<file path="config.mk">
export PLATFORM = sky130hd
export DESIGN_NAME = fphi_host
export DESIGN_NICKNAME = d
export VERILOG_FILES = /design/src/fphi_host.v /design/src/fphi_sync.v
export VERILOG_INCLUDE_DIRS = /design/src /design/src/src
export SDC_FILE = /design/constraint.sdc
export NUM_CORES = 1
export LEC_CHECK = 0
export BUFFER_PORTS_ARGS = -buffer_cell sky130_fd_sc_hd__buf_2
export CAP_MARGIN = 10
export CORE_ASPECT_RATIO = 2
export CORE_MARGIN = 4
export CORE_UTILIZATION = 53
export CTS_BUF_LIST = sky130_fd_sc_hd__clkbuf_8
export DETAILED_ROUTE_END_ITERATION = 12
export PLACE_DENSITY = 0.83
export SKIP_LAST_GASP = 1
export SLEW_MARGIN = 20
export SYNTH_ARGS = -nofsm -noshare
export SYNTH_HDL_FRONTEND = slang
export SYNTH_SLANG_ARGS = --single-unit
</file>
<file path="constraint.sdc">
create_clock -name i_clk -period 2.6 [get_ports i_clk]
set_input_delay 0.26 -clock i_clk [delete_from_list [all_inputs] [get_ports i_clk]]
set_output_delay 0.26 -clock i_clk [all_outputs]
set_load 0.1 [all_outputs]
</file>
<file path="src/fphi_regs.vh">
`ifndef FPHI_REGS_VH
`define FPHI_REGS_VH
`define FPHI_ADDR_W        19
`define FPHI_OFS_W         14
`define FPHI_BLK_W         5
`define FPHI_DATA_W        8
`define FPHI_CLK_PERIOD_NS 8
`define FPHI_RECOVER_NS    620
// Recovery in clock cycles, rounded up
`define FPHI_RECOVER_CYC   8'h4E
`define FPHI_SETUP_CYC     8'h04
`define FPHI_STROBE_CYC    8'h08
`define FPHI_READ_CYC      8'h14
`define FPHI_HOLD_CYC      8'h02
`define FPHI_PIN_ACT       1'b0
`define FPHI_PIN_IDLE      1'b1
`define FPHI_CNT_W         8
`define FPHI_CNT_ONE       8'h01
`define FPHI_CNT_ZERO      8'h00
`endif

</file>
<file path="src/fphi_host.v">
// Behaviour
// - Host drives command/data bytes on writes
// - Chip select low for every access
// - Hold reset/power-down low through power transitions
// - Wait 620 ns after reset release
// - Program/erase use two write cycles
`timescale 1ns/1ns
`default_nettype none
`include "fphi_regs.vh"
module fphi_host (
  input  wire                     i_clk,
  input  wire                     i_sys_rst,
  input  wire                     i_pwr_good,
  input  wire                     i_powerdown,
  input  wire                     i_req,
  input  wire                     i_req_write,
  input  wire [`FPHI_ADDR_W-1:0]  i_req_addr,
  input  wire [`FPHI_DATA_W-1:0]  i_req_wdata,
  output reg                      o_req_ready,
  output reg                      o_rd_valid,
  output reg  [`FPHI_DATA_W-1:0]  o_rd_data,
  output reg                      o_dev_busy,
  output reg  [`FPHI_OFS_W-1:0]   o_byte_offset_addr,
  output reg  [`FPHI_BLK_W-1:0]   o_block_select_addr,
  output reg  [`FPHI_DATA_W-1:0]  o_data_io_bus,
  output reg                      o_data_io_bus_oe,
  input  wire [`FPHI_DATA_W-1:0]  i_data_io_bus,
  output reg                      o_chip_sel_n,
  output reg                      o_out_gate_n,
  output reg                      o_write_strobe_n,
  output reg                      o_reset_powerdown_n,
  input  wire                     i_ready_busy_n
);
  localparam [2:0] ST_OFF    = 3'h0;
  localparam [2:0] ST_RECOV  = 3'h1;
  localparam [2:0] ST_IDLE   = 3'h2;
  localparam [2:0] ST_SETUP  = 3'h3;
  localparam [2:0] ST_STROBE = 3'h4;
  localparam [2:0] ST_READ   = 3'h5;
  localparam [2:0] ST_HOLD   = 3'h6;

  wire [`FPHI_DATA_W-1:0] dq_s;
  wire [2:0]              ctl_s;
  fphi_sync #(.W(`FPHI_DATA_W + 3)) u_sync (
    .i_clk     (i_clk),
    .i_sys_rst (i_sys_rst),
    .i_async   ({i_data_io_bus, i_ready_busy_n, i_pwr_good, i_powerdown}),
    .o_sync    ({dq_s, ctl_s})
  );
  wire rb_s = ctl_s[2];
  wire pg_s = ctl_s[1];
  wire pd_s = ctl_s[0];

  reg [2:0]              st_r;
  reg [2:0]              st_nxt;
  reg [`FPHI_CNT_W-1:0]  cnt_r;
  reg [`FPHI_CNT_W-1:0]  cnt_nxt;
  reg                    wr_r;
  reg                    wr_nxt;
  reg                    req_ready_nxt;
  reg                    rd_valid_nxt;
  reg [`FPHI_DATA_W-1:0] rd_data_nxt;
  reg                    dev_busy_nxt;
  reg [`FPHI_OFS_W-1:0]  ofs_nxt;
  reg [`FPHI_BLK_W-1:0]  blk_nxt;
  reg [`FPHI_DATA_W-1:0] dq_out_nxt;
  reg                    dq_oe_nxt;
  reg                    cs_n_nxt;
  reg                    oe_n_nxt;
  reg                    we_n_nxt;
  reg                    rp_n_nxt;
  wire                   cnt_last;
  wire                   supply_ok;

  assign cnt_last  = (cnt_r == `FPHI_CNT_ONE);
  assign supply_ok = pg_s & ~pd_s;

  // Next values; every pin and status output is registered below
  always @* begin
    st_nxt        = st_r;
    cnt_nxt       = cnt_r;
    wr_nxt        = wr_r;
    req_ready_nxt = o_req_ready;
    rd_valid_nxt  = 1'b0;
    rd_data_nxt   = o_rd_data;
    dev_busy_nxt  = ~rb_s & o_reset_powerdown_n;
    ofs_nxt       = o_byte_offset_addr;
    blk_nxt       = o_block_select_addr;
    dq_out_nxt    = o_data_io_bus;
    dq_oe_nxt     = o_data_io_bus_oe;
    cs_n_nxt      = o_chip_sel_n;
    oe_n_nxt      = o_out_gate_n;
    we_n_nxt      = o_write_strobe_n;
    rp_n_nxt      = o_reset_powerdown_n;
    if (!supply_ok) begin
      // Power unstable or deep power-down requested: abort, hold device in reset
      st_nxt        = ST_OFF;
      rp_n_nxt      = `FPHI_PIN_ACT;
      req_ready_nxt = 1'b0;
      cs_n_nxt      = `FPHI_PIN_IDLE;
      oe_n_nxt      = `FPHI_PIN_IDLE;
      we_n_nxt      = `FPHI_PIN_IDLE;
      dq_oe_nxt     = 1'b0;
    end else begin
      case (st_r)
        ST_OFF: begin
          rp_n_nxt = `FPHI_PIN_IDLE;
          cnt_nxt  = `FPHI_RECOVER_CYC;
          st_nxt   = ST_RECOV;
        end
        ST_RECOV: begin
          // No access until the device's internal circuits are up again
          cnt_nxt = cnt_r - `FPHI_CNT_ONE;
          if (cnt_last) begin
            req_ready_nxt = 1'b1;
            st_nxt        = ST_IDLE;
          end
        end
        ST_IDLE: begin
          if (i_req) begin
            req_ready_nxt = 1'b0;
            wr_nxt        = i_req_write;
            ofs_nxt       = i_req_addr[`FPHI_OFS_W-1:0];
            blk_nxt       = i_req_addr[`FPHI_ADDR_W-1:`FPHI_OFS_W];
            dq_out_nxt    = i_req_wdata;
            dq_oe_nxt     = i_req_write;
            cs_n_nxt      = `FPHI_PIN_ACT;
            cnt_nxt       = `FPHI_SETUP_CYC;
            st_nxt        = ST_SETUP;
          end
        end
        ST_SETUP: begin
          cnt_nxt = cnt_r - `FPHI_CNT_ONE;
          if (cnt_last) begin
            if (wr_r) begin
              we_n_nxt = `FPHI_PIN_ACT;
              cnt_nxt  = `FPHI_STROBE_CYC;
              st_nxt   = ST_STROBE;
            end else begin
              // Host side of the bus is already off, so the device may drive it
              oe_n_nxt = `FPHI_PIN_ACT;
              cnt_nxt  = `FPHI_READ_CYC;
              st_nxt   = ST_READ;
            end
          end
        end
        ST_STROBE: begin
          cnt_nxt = cnt_r - `FPHI_CNT_ONE;
          if (cnt_last) begin
            // Address and data stay put across the rising edge
            we_n_nxt = `FPHI_PIN_IDLE;
            cnt_nxt  = `FPHI_HOLD_CYC;
            st_nxt   = ST_HOLD;
          end
        end
        ST_READ: begin
          cnt_nxt = cnt_r - `FPHI_CNT_ONE;
          if (cnt_last) begin
            rd_data_nxt  = dq_s;
            rd_valid_nxt = 1'b1;
            oe_n_nxt     = `FPHI_PIN_IDLE;
            cnt_nxt      = `FPHI_HOLD_CYC;
            st_nxt       = ST_HOLD;
          end
        end
        ST_HOLD: begin
          cnt_nxt = cnt_r - `FPHI_CNT_ONE;
          if (cnt_last) begin
            cs_n_nxt      = `FPHI_PIN_IDLE;
            dq_oe_nxt     = 1'b0;
            req_ready_nxt = 1'b1;
            st_nxt        = ST_IDLE;
          end
        end
        default: begin
          st_nxt = ST_OFF;
        end
      endcase
    end
  end

  always @(posedge i_clk) begin
    if (i_sys_rst) begin
      st_r                <= ST_OFF;
      cnt_r               <= `FPHI_CNT_ZERO;
      wr_r                <= 1'b0;
      o_req_ready         <= 1'b0;
      o_rd_valid          <= 1'b0;
      o_rd_data           <= {`FPHI_DATA_W{1'b0}};
      o_dev_busy          <= 1'b0;
      o_byte_offset_addr  <= {`FPHI_OFS_W{1'b0}};
      o_block_select_addr <= {`FPHI_BLK_W{1'b0}};
      o_data_io_bus       <= {`FPHI_DATA_W{1'b0}};
      o_data_io_bus_oe    <= 1'b0;
      o_chip_sel_n        <= `FPHI_PIN_IDLE;
      o_out_gate_n        <= `FPHI_PIN_IDLE;
      o_write_strobe_n    <= `FPHI_PIN_IDLE;
      o_reset_powerdown_n <= `FPHI_PIN_ACT;
    end else begin
      st_r                <= st_nxt;
      cnt_r               <= cnt_nxt;
      wr_r                <= wr_nxt;
      o_req_ready         <= req_ready_nxt;
      o_rd_valid          <= rd_valid_nxt;
      o_rd_data           <= rd_data_nxt;
      o_dev_busy          <= dev_busy_nxt;
      o_byte_offset_addr  <= ofs_nxt;
      o_block_select_addr <= blk_nxt;
      o_data_io_bus       <= dq_out_nxt;
      o_data_io_bus_oe    <= dq_oe_nxt;
      o_chip_sel_n        <= cs_n_nxt;
      o_out_gate_n        <= oe_n_nxt;
      o_write_strobe_n    <= we_n_nxt;
      o_reset_powerdown_n <= rp_n_nxt;
    end
  end
endmodule
`default_nettype wire

</file>
<file path="src/fphi_sync.v">
`timescale 1ns/1ns
`default_nettype none
module fphi_sync #(
  parameter W = 1
) (
  input  wire         i_clk,
  input  wire         i_sys_rst,
  input  wire [W-1:0] i_async,
  output reg  [W-1:0] o_sync
);
  reg [W-1:0] meta_r;
  always @(posedge i_clk) begin
    if (i_sys_rst) begin
      meta_r <= {W{1'b0}};
      o_sync <= {W{1'b0}};
    end else begin
      meta_r <= i_async;
      o_sync <= meta_r;
    end
  end
endmodule
`default_nettype wire

</file>
==> metrics, run 1 <==
max_cap viols=0; Period minus WS final=2.04 ns; Hold Path Class=input pin to register; cell count after synthesis=353; clk_lat worst skew=0.35 ns; endpoints failing hold=0; pin count of the biggest net entering global routing=67; Syn-to-layout area delta=23.2%; CP max-delay cell=or3b_2; num rows=38; hpwl dp=4970 um; most common cell after layout, fill and taps aside=buf_2; Main synth FF type=dfxtp_1; Worst R2R Setup Slack=0.56 ns; Tot GR Track Use=22.0%; Mapped Nets=397; IO Pins=85; Synth cell types=44; R2R Path Start=cnt_r[1]$_SDFFE_PP0P_; Hold Path End=u_sync.meta_r[0]$_SDFF_PP0_; CP arrival=2.28 ns; Final Non-Filler Cells=499; Port Buffer Count=84; Setup Crit Path Kind=register to register; core area=5420 sq um; Synthesis Warnings=0; Slew @ Worst Pin=0.867 ns; gr ovfl total=0; Longest Clk Path Bufs=2; ANT cells=0; status=finished clean; CTS tree=done; Resized Gates After CTS=0; crit-path max FO=6; RR Endpoint=cnt_r[4]$_SDFFE_PP0P_; sequential area share after synthesis=51.7%; final wirelength=6980 um; placed cells=483; Critical Path Start Type=register; post-route setup slack=0.563 ns; RePlAce Congestion=0.963; share of layout cells above drive strength 1=26.2%; cts bufs inserted=9; die height=114 um; residual DRC count=0; Final Cycle Share=78.4%; Crit. End Element=register; number of global-route vias before repair=2632; hold_ws=0.112 ns; Filler cells=478; wire per inst=14.0 um; commonest cells after routing, fill and taps aside=buf_2 (84), nand2_1 (77), dfxtp_1 (77); clock-pin transition on the worst setup and hold timing paths=0.08 ns; Vias=2680; CP cell instances=inv_1, ha_1, or3b_2, or3_4, a21o_1, a31oi_1, o211ai_1; total power=2.26 mW; die footprint=6960 sq um; required time worst endpoint=2.84 ns; Post-layout nets=478; worst hold path depth=2; number of H-tree levels=3; Starting Density=55.0%; first-pass GRT wire length=11500 um; fmax=491 MHz; final setup violation count=0; Crit path largest cell delay=0.52 ns; worst slack at placement=0.573 ns; Leak=1.53 nW; setup TNS=0 ns; 1st-iter DRT viols=160; post-CTS setup buffers=0; Pwr Density=616 nW/um^2; Max Slew Vio Count=0; FF+latch count, synth=77; antenna violation net count after detailed routing=0; FFs w/ async S/R, synth=0%; TritonRoute pass-1 iters=4; relative slew slack=42.2%; RSZ-0062 raised after global routing=no; CTS sink cnt=77; R2R cell count=7; Mean Syn Cell Area=8.44 sq um; synthesized area=2980 sq um; worst hold start=i_powerdown; DIE WIDTH=61.0 um; Setup Skew=0.0105 ns; drt via density=5.37; number of flops mapped to enable cells by yosys=0; VDD IR max=0.534 mV; Hold Buf Count CTS=0; root buf cell=clkbuf_8; initial antenna violation count=0
==> cell type report <==
type / count / area (sq um) / area share [%]
sequential: 77 / 1540 / 42.0
multi-input combinational: 245 / 1320 / 35.9
timing repair buffer: 93 / 488 / 13.3
clock buffer: 11 / 151 / 4.13
tap: 60 / 75.1 / 2.05
clock inverter: 5 / 67.6 / 1.84
inverter: 8 / 30.0 / 0.818
==> per-layer routing <==
layer  vias to the layer above  share of wire, %  GRT usage, %
met5                         -                 0             0
met4                         0               2.9          13.2
met3                        22               4.5          5.21
met2                        88                57          38.1
met1                      1221                35          22.7
li1                       1349                 -             -
==> cell usage after synthesis (2+ instances only) <==
library cell | instances | area (sq um)
a211oi_1 | 4 | 30.0
a2111oi_0 | 2 | 17.5
nor4_1 | 3 | 18.8
nand2_1 | 77 | 289
nand2b_1 | 4 | 25.0
o211ai_1 | 2 | 15.0
nor2_1 | 24 | 90.1
a31oi_1 | 5 | 31.3
a21oi_1 | 44 | 220
buf_2 | 6 | 30.0
clkbuf_1 | 16 | 60.1
mux2i_1 | 8 | 80.1
o21a_1 | 2 | 15.0
nor3b_1 | 3 | 22.5
inv_1 | 8 | 30.0
ha_1 | 2 | 25.0
o21ai_0 | 7 | 35.0
nand3_1 | 10 | 50.1
a21o_1 | 2 | 15.0
nor2b_1 | 24 | 150
dfxtp_1 | 77 | 1540
==> state kept, by name (all words and copies together) (netlist names), 3 cells and up <==
signal               flops
o_byte_offset_addr      14
st_r                     3
u_sync.meta_r           11
o_rd_data                8
cnt_r                    8
o_block_select_addr      5
u_sync.o_sync           11
o_data_io_bus            8
==> cells by family after synthesis <==
family          Yosys count  synth area share, %
xor+xnor                  1                0.294
flops                    77                 51.7
compound gates           79                 15.7
fa+ha+maj                 2                0.840
buf+inv                  31                 4.28
mux                       8                 2.69
simple gates            155                 24.4
==> worst max-delay path: cells and delay by family, from the launching register on <==
kind                       cells  cell delay (ns)
buffers and inverters          1             0.09
DFF                            1             0.32
AOI/OAI and AO/OA              3             0.46
and+or+nand+nor                2             0.90
adders and majority gates      1             0.16
==> how the worst max path moves through the flow <==
stage                                from  depth (start not counted)  slack (ns)                            endpoint
global placement    cnt_r[1]$_SDFFE_PP0P_                          7        0.60               cnt_r[4]$_SDFFE_PP0P_
finish              cnt_r[1]$_SDFFE_PP0P_                          7        0.56               cnt_r[4]$_SDFFE_PP0P_
global route        cnt_r[1]$_SDFFE_PP0P_                          8        0.33           o_rd_data[5]$_SDFFE_PP0P_
CTS                  st_r[0]$_SDFFE_PP0P_                          5        0.55  o_byte_offset_addr[9]$_SDFFE_PP0P_
floorplan           cnt_r[1]$_SDFFE_PP0P_                          8        0.66               cnt_r[4]$_SDFFE_PP0P_
detailed placement  cnt_r[1]$_SDFFE_PP0P_                          7        0.57               cnt_r[4]$_SDFFE_PP0P_
==> report_power, final <==
group	switching, mW	internal, mW
clock	0.443	0.507
sequential	0.00904	1.20
combinational	0.0582	0.0465
==> metrics by stage <==
stage	utilization, %	area [sq um]
after floorplan	-	2980
after global placement	63.7	3450
after detailed placement	63.7	3450
after CTS	67.7	3670
after global routing	67.7	3670
final	67.7	3670
No activity file was read; power rests on OpenSTA's default activity.
==> run 2: changes to the inputs <==
clock period = 2.04 ns   (was 2.6 ns; I/O delays follow)
==> run 2 against run 1 <==
  * Global-route usage increased by 0.83 points
  * Sequential cell count unchanged
  * Die area unchanged
  * Combinational power is 33% higher
  * Count of clock-buffer cells in the layout did not move
  * Final area increased by 2.0%
  * Critical path type unchanged
  * Hold slack lost 0.056 ns
  * Sequential power rose by 27%
  * Critical path depth is 1 lower
==> metrics, run 2 (synthesis gave the netlist of run 1 again) <==
TritonRoute pass-1 iters=4; number of global-route vias before repair=2615; Placed Area=3500 sq um; pin count of the biggest net entering global routing=66; 1st-iter DRT viols=86; CP arrival=2.15 ns; cts bufs inserted=9; Crit. Startpoint=cnt_r[2]$_SDFFE_PP0P_; Longest Clk Path Bufs=2; Leak=1.57 nW; Crit. End Element=register; Port Buffer Count=84; GRT met3 Usage=6.68%; gr ovfl total=0; Slew @ Worst Pin=0.634 ns; most common cell after layout, fill and taps aside=buf_2; Setup Crit Path Kind=register to register; R2R Path Start=cnt_r[2]$_SDFFE_PP0P_; fmax=516 MHz; antenna violation net count after detailed routing=0; RR Endpoint=o_rd_data[5]$_SDFFE_PP0P_; number of H-tree levels=3; Final Cycle Share=95.1%; initial antenna violation count=0; max_cap viols=0; Pwr Density=788 nW/um^2; share of layout cells above drive strength 1=27.9%; Starting Density=55.0%; Post-layout nets=485; die height=114 um; commonest cells after routing, fill and taps aside=buf_2 (84), nand2_1 (77), dfxtp_1 (76); Worst setup endpoint=o_rd_data[5]$_SDFFE_PP0P_; wire per inst=14.4 um; GR Util met2=40.5%; largest reg by FF count=o_byte_offset_addr; num rows=38; top flop regs=o_byte_offset_addr (14), u_sync.meta_r (11), u_sync.o_sync (11); Max Slew Vio Count=0; post-CTS setup buffers=0; ANT cells=0; Syn-to-layout area delta=25.7%; CTS tree=done; RSZ-0062 raised after global routing=no; final setup violation count=0; max reg flops=14; R2R cell count=6; crit-path max FO=9; IO Pins=85; Hold Path Class=input pin to register; Critical Path Start Type=register; Worst R2R Setup Slack=0.10 ns; CTS sink cnt=77; root buf cell=clkbuf_8; drt via density=5.38; endpoints failing hold=0; status=finished clean; setup TNS=0 ns; Filler cells=452; relative slew slack=57.8%; required time worst endpoint=2.25 ns; clock-pin transition on the worst setup and hold timing paths=0.08 ns; RePlAce Congestion=0.926; DIE WIDTH=61.0 um; first-pass GRT wire length=11800 um; Tot GR Track Use=22.8%; busiest layer in global routing=met2; VDD IR max=0.993 mV; residual DRC count=0; core area=5420 sq um; hpwl dp=5180 um; final wirelength=7290 um; Setup Skew=0.0162 ns; Vias=2719; clk_lat worst skew=0.36 ns; Period minus WS final=1.94 ns; post-route cell area=3740 sq um; grt met1 use=22.9%; die footprint=6960 sq um
-- run 2: layout make-up --
cell class	count	area (sq um)	share of cell area, %
sequential	77	1540	41.2
clock inverter	4	72.6	1.94
clock buffer	11	151	4.04
timing repair buffer	100	541	14.4
inverter	8	30.0	0.802
multi-input combinational	245	1330	35.6
tap	60	75.1	2.01
-- run 2: where the power goes --
group / switching, mW / internal, mW / leakage [nW]
Sequential: 0.0110 / 1.53 / 0.626
Combinational: 0.0778 / 0.0624 / 0.832
Clock: 0.523 / 0.747 / 0.117
Total: 0.612 / 2.34 / 1.57
-- run 2: timing repair --
action / CTS / global route
resized for setup: 0 / 5
hold buffers: 0 / 0
setup endpoints to repair: 0 / 11
-- run 2: through the flow --
| stage | setup WS (ns) | utilization [%] | instances | power, mW | hold WS, ns |
|---|---|---|---|---|---|
| floorplan | 0.0965 | - | 353 | 1.65 | 0.332 |
| global placement | 0.0933 | 64.6 | 490 | 1.70 | 0.374 |
| detailed placement | 0.0470 | 64.6 | 490 | 1.71 | 0.391 |
| CTS | 0.0702 | 68.8 | 505 | 2.97 | 0.0486 |
| global route | 0.0329 | 69.1 | 505 | 3.07 | 0.0518 |
| finish | 0.101 | 69.1 | 505 | 2.95 | 0.0568 |
-- run 2: critical path, cell delays in order, from the launching register on --
cell,delay [ns]
dfxtp_1,0.35
nor4_1,0.47
nand3_1,0.24
nor4_2,0.19
buf_4,0.24
mux2i_1,0.23
nor2_1,0.07
-- run 2: layer usage --
metal	part of all wire, %	routed length [um]	up-vias
li1	-	-	1362
met1	36	2610	1256
met2	56	4090	77
met3	4.6	336	24
met4	3.6	261	0
met5	0	0	-
-- run 2: worst min-delay path by stage --
stage,slack [ns],start,cells past startpoint,endpoint
after floorplan,0.33,i_powerdown,1,u_sync.meta_r[0]$_SDFF_PP0_
after detailed placement,0.39,u_sync.o_sync[2]$_SDFF_PP0_,1,o_dev_busy$_SDFF_PP0_
after global placement,0.37,u_sync.o_sync[2]$_SDFF_PP0_,1,o_dev_busy$_SDFF_PP0_
after CTS,0.05,i_powerdown,2,u_sync.meta_r[0]$_SDFF_PP0_
final,0.06,i_powerdown,2,u_sync.meta_r[0]$_SDFF_PP0_
after global routing,0.05,i_data_io_bus[0],2,u_sync.meta_r[3]$_SDFF_PP0_
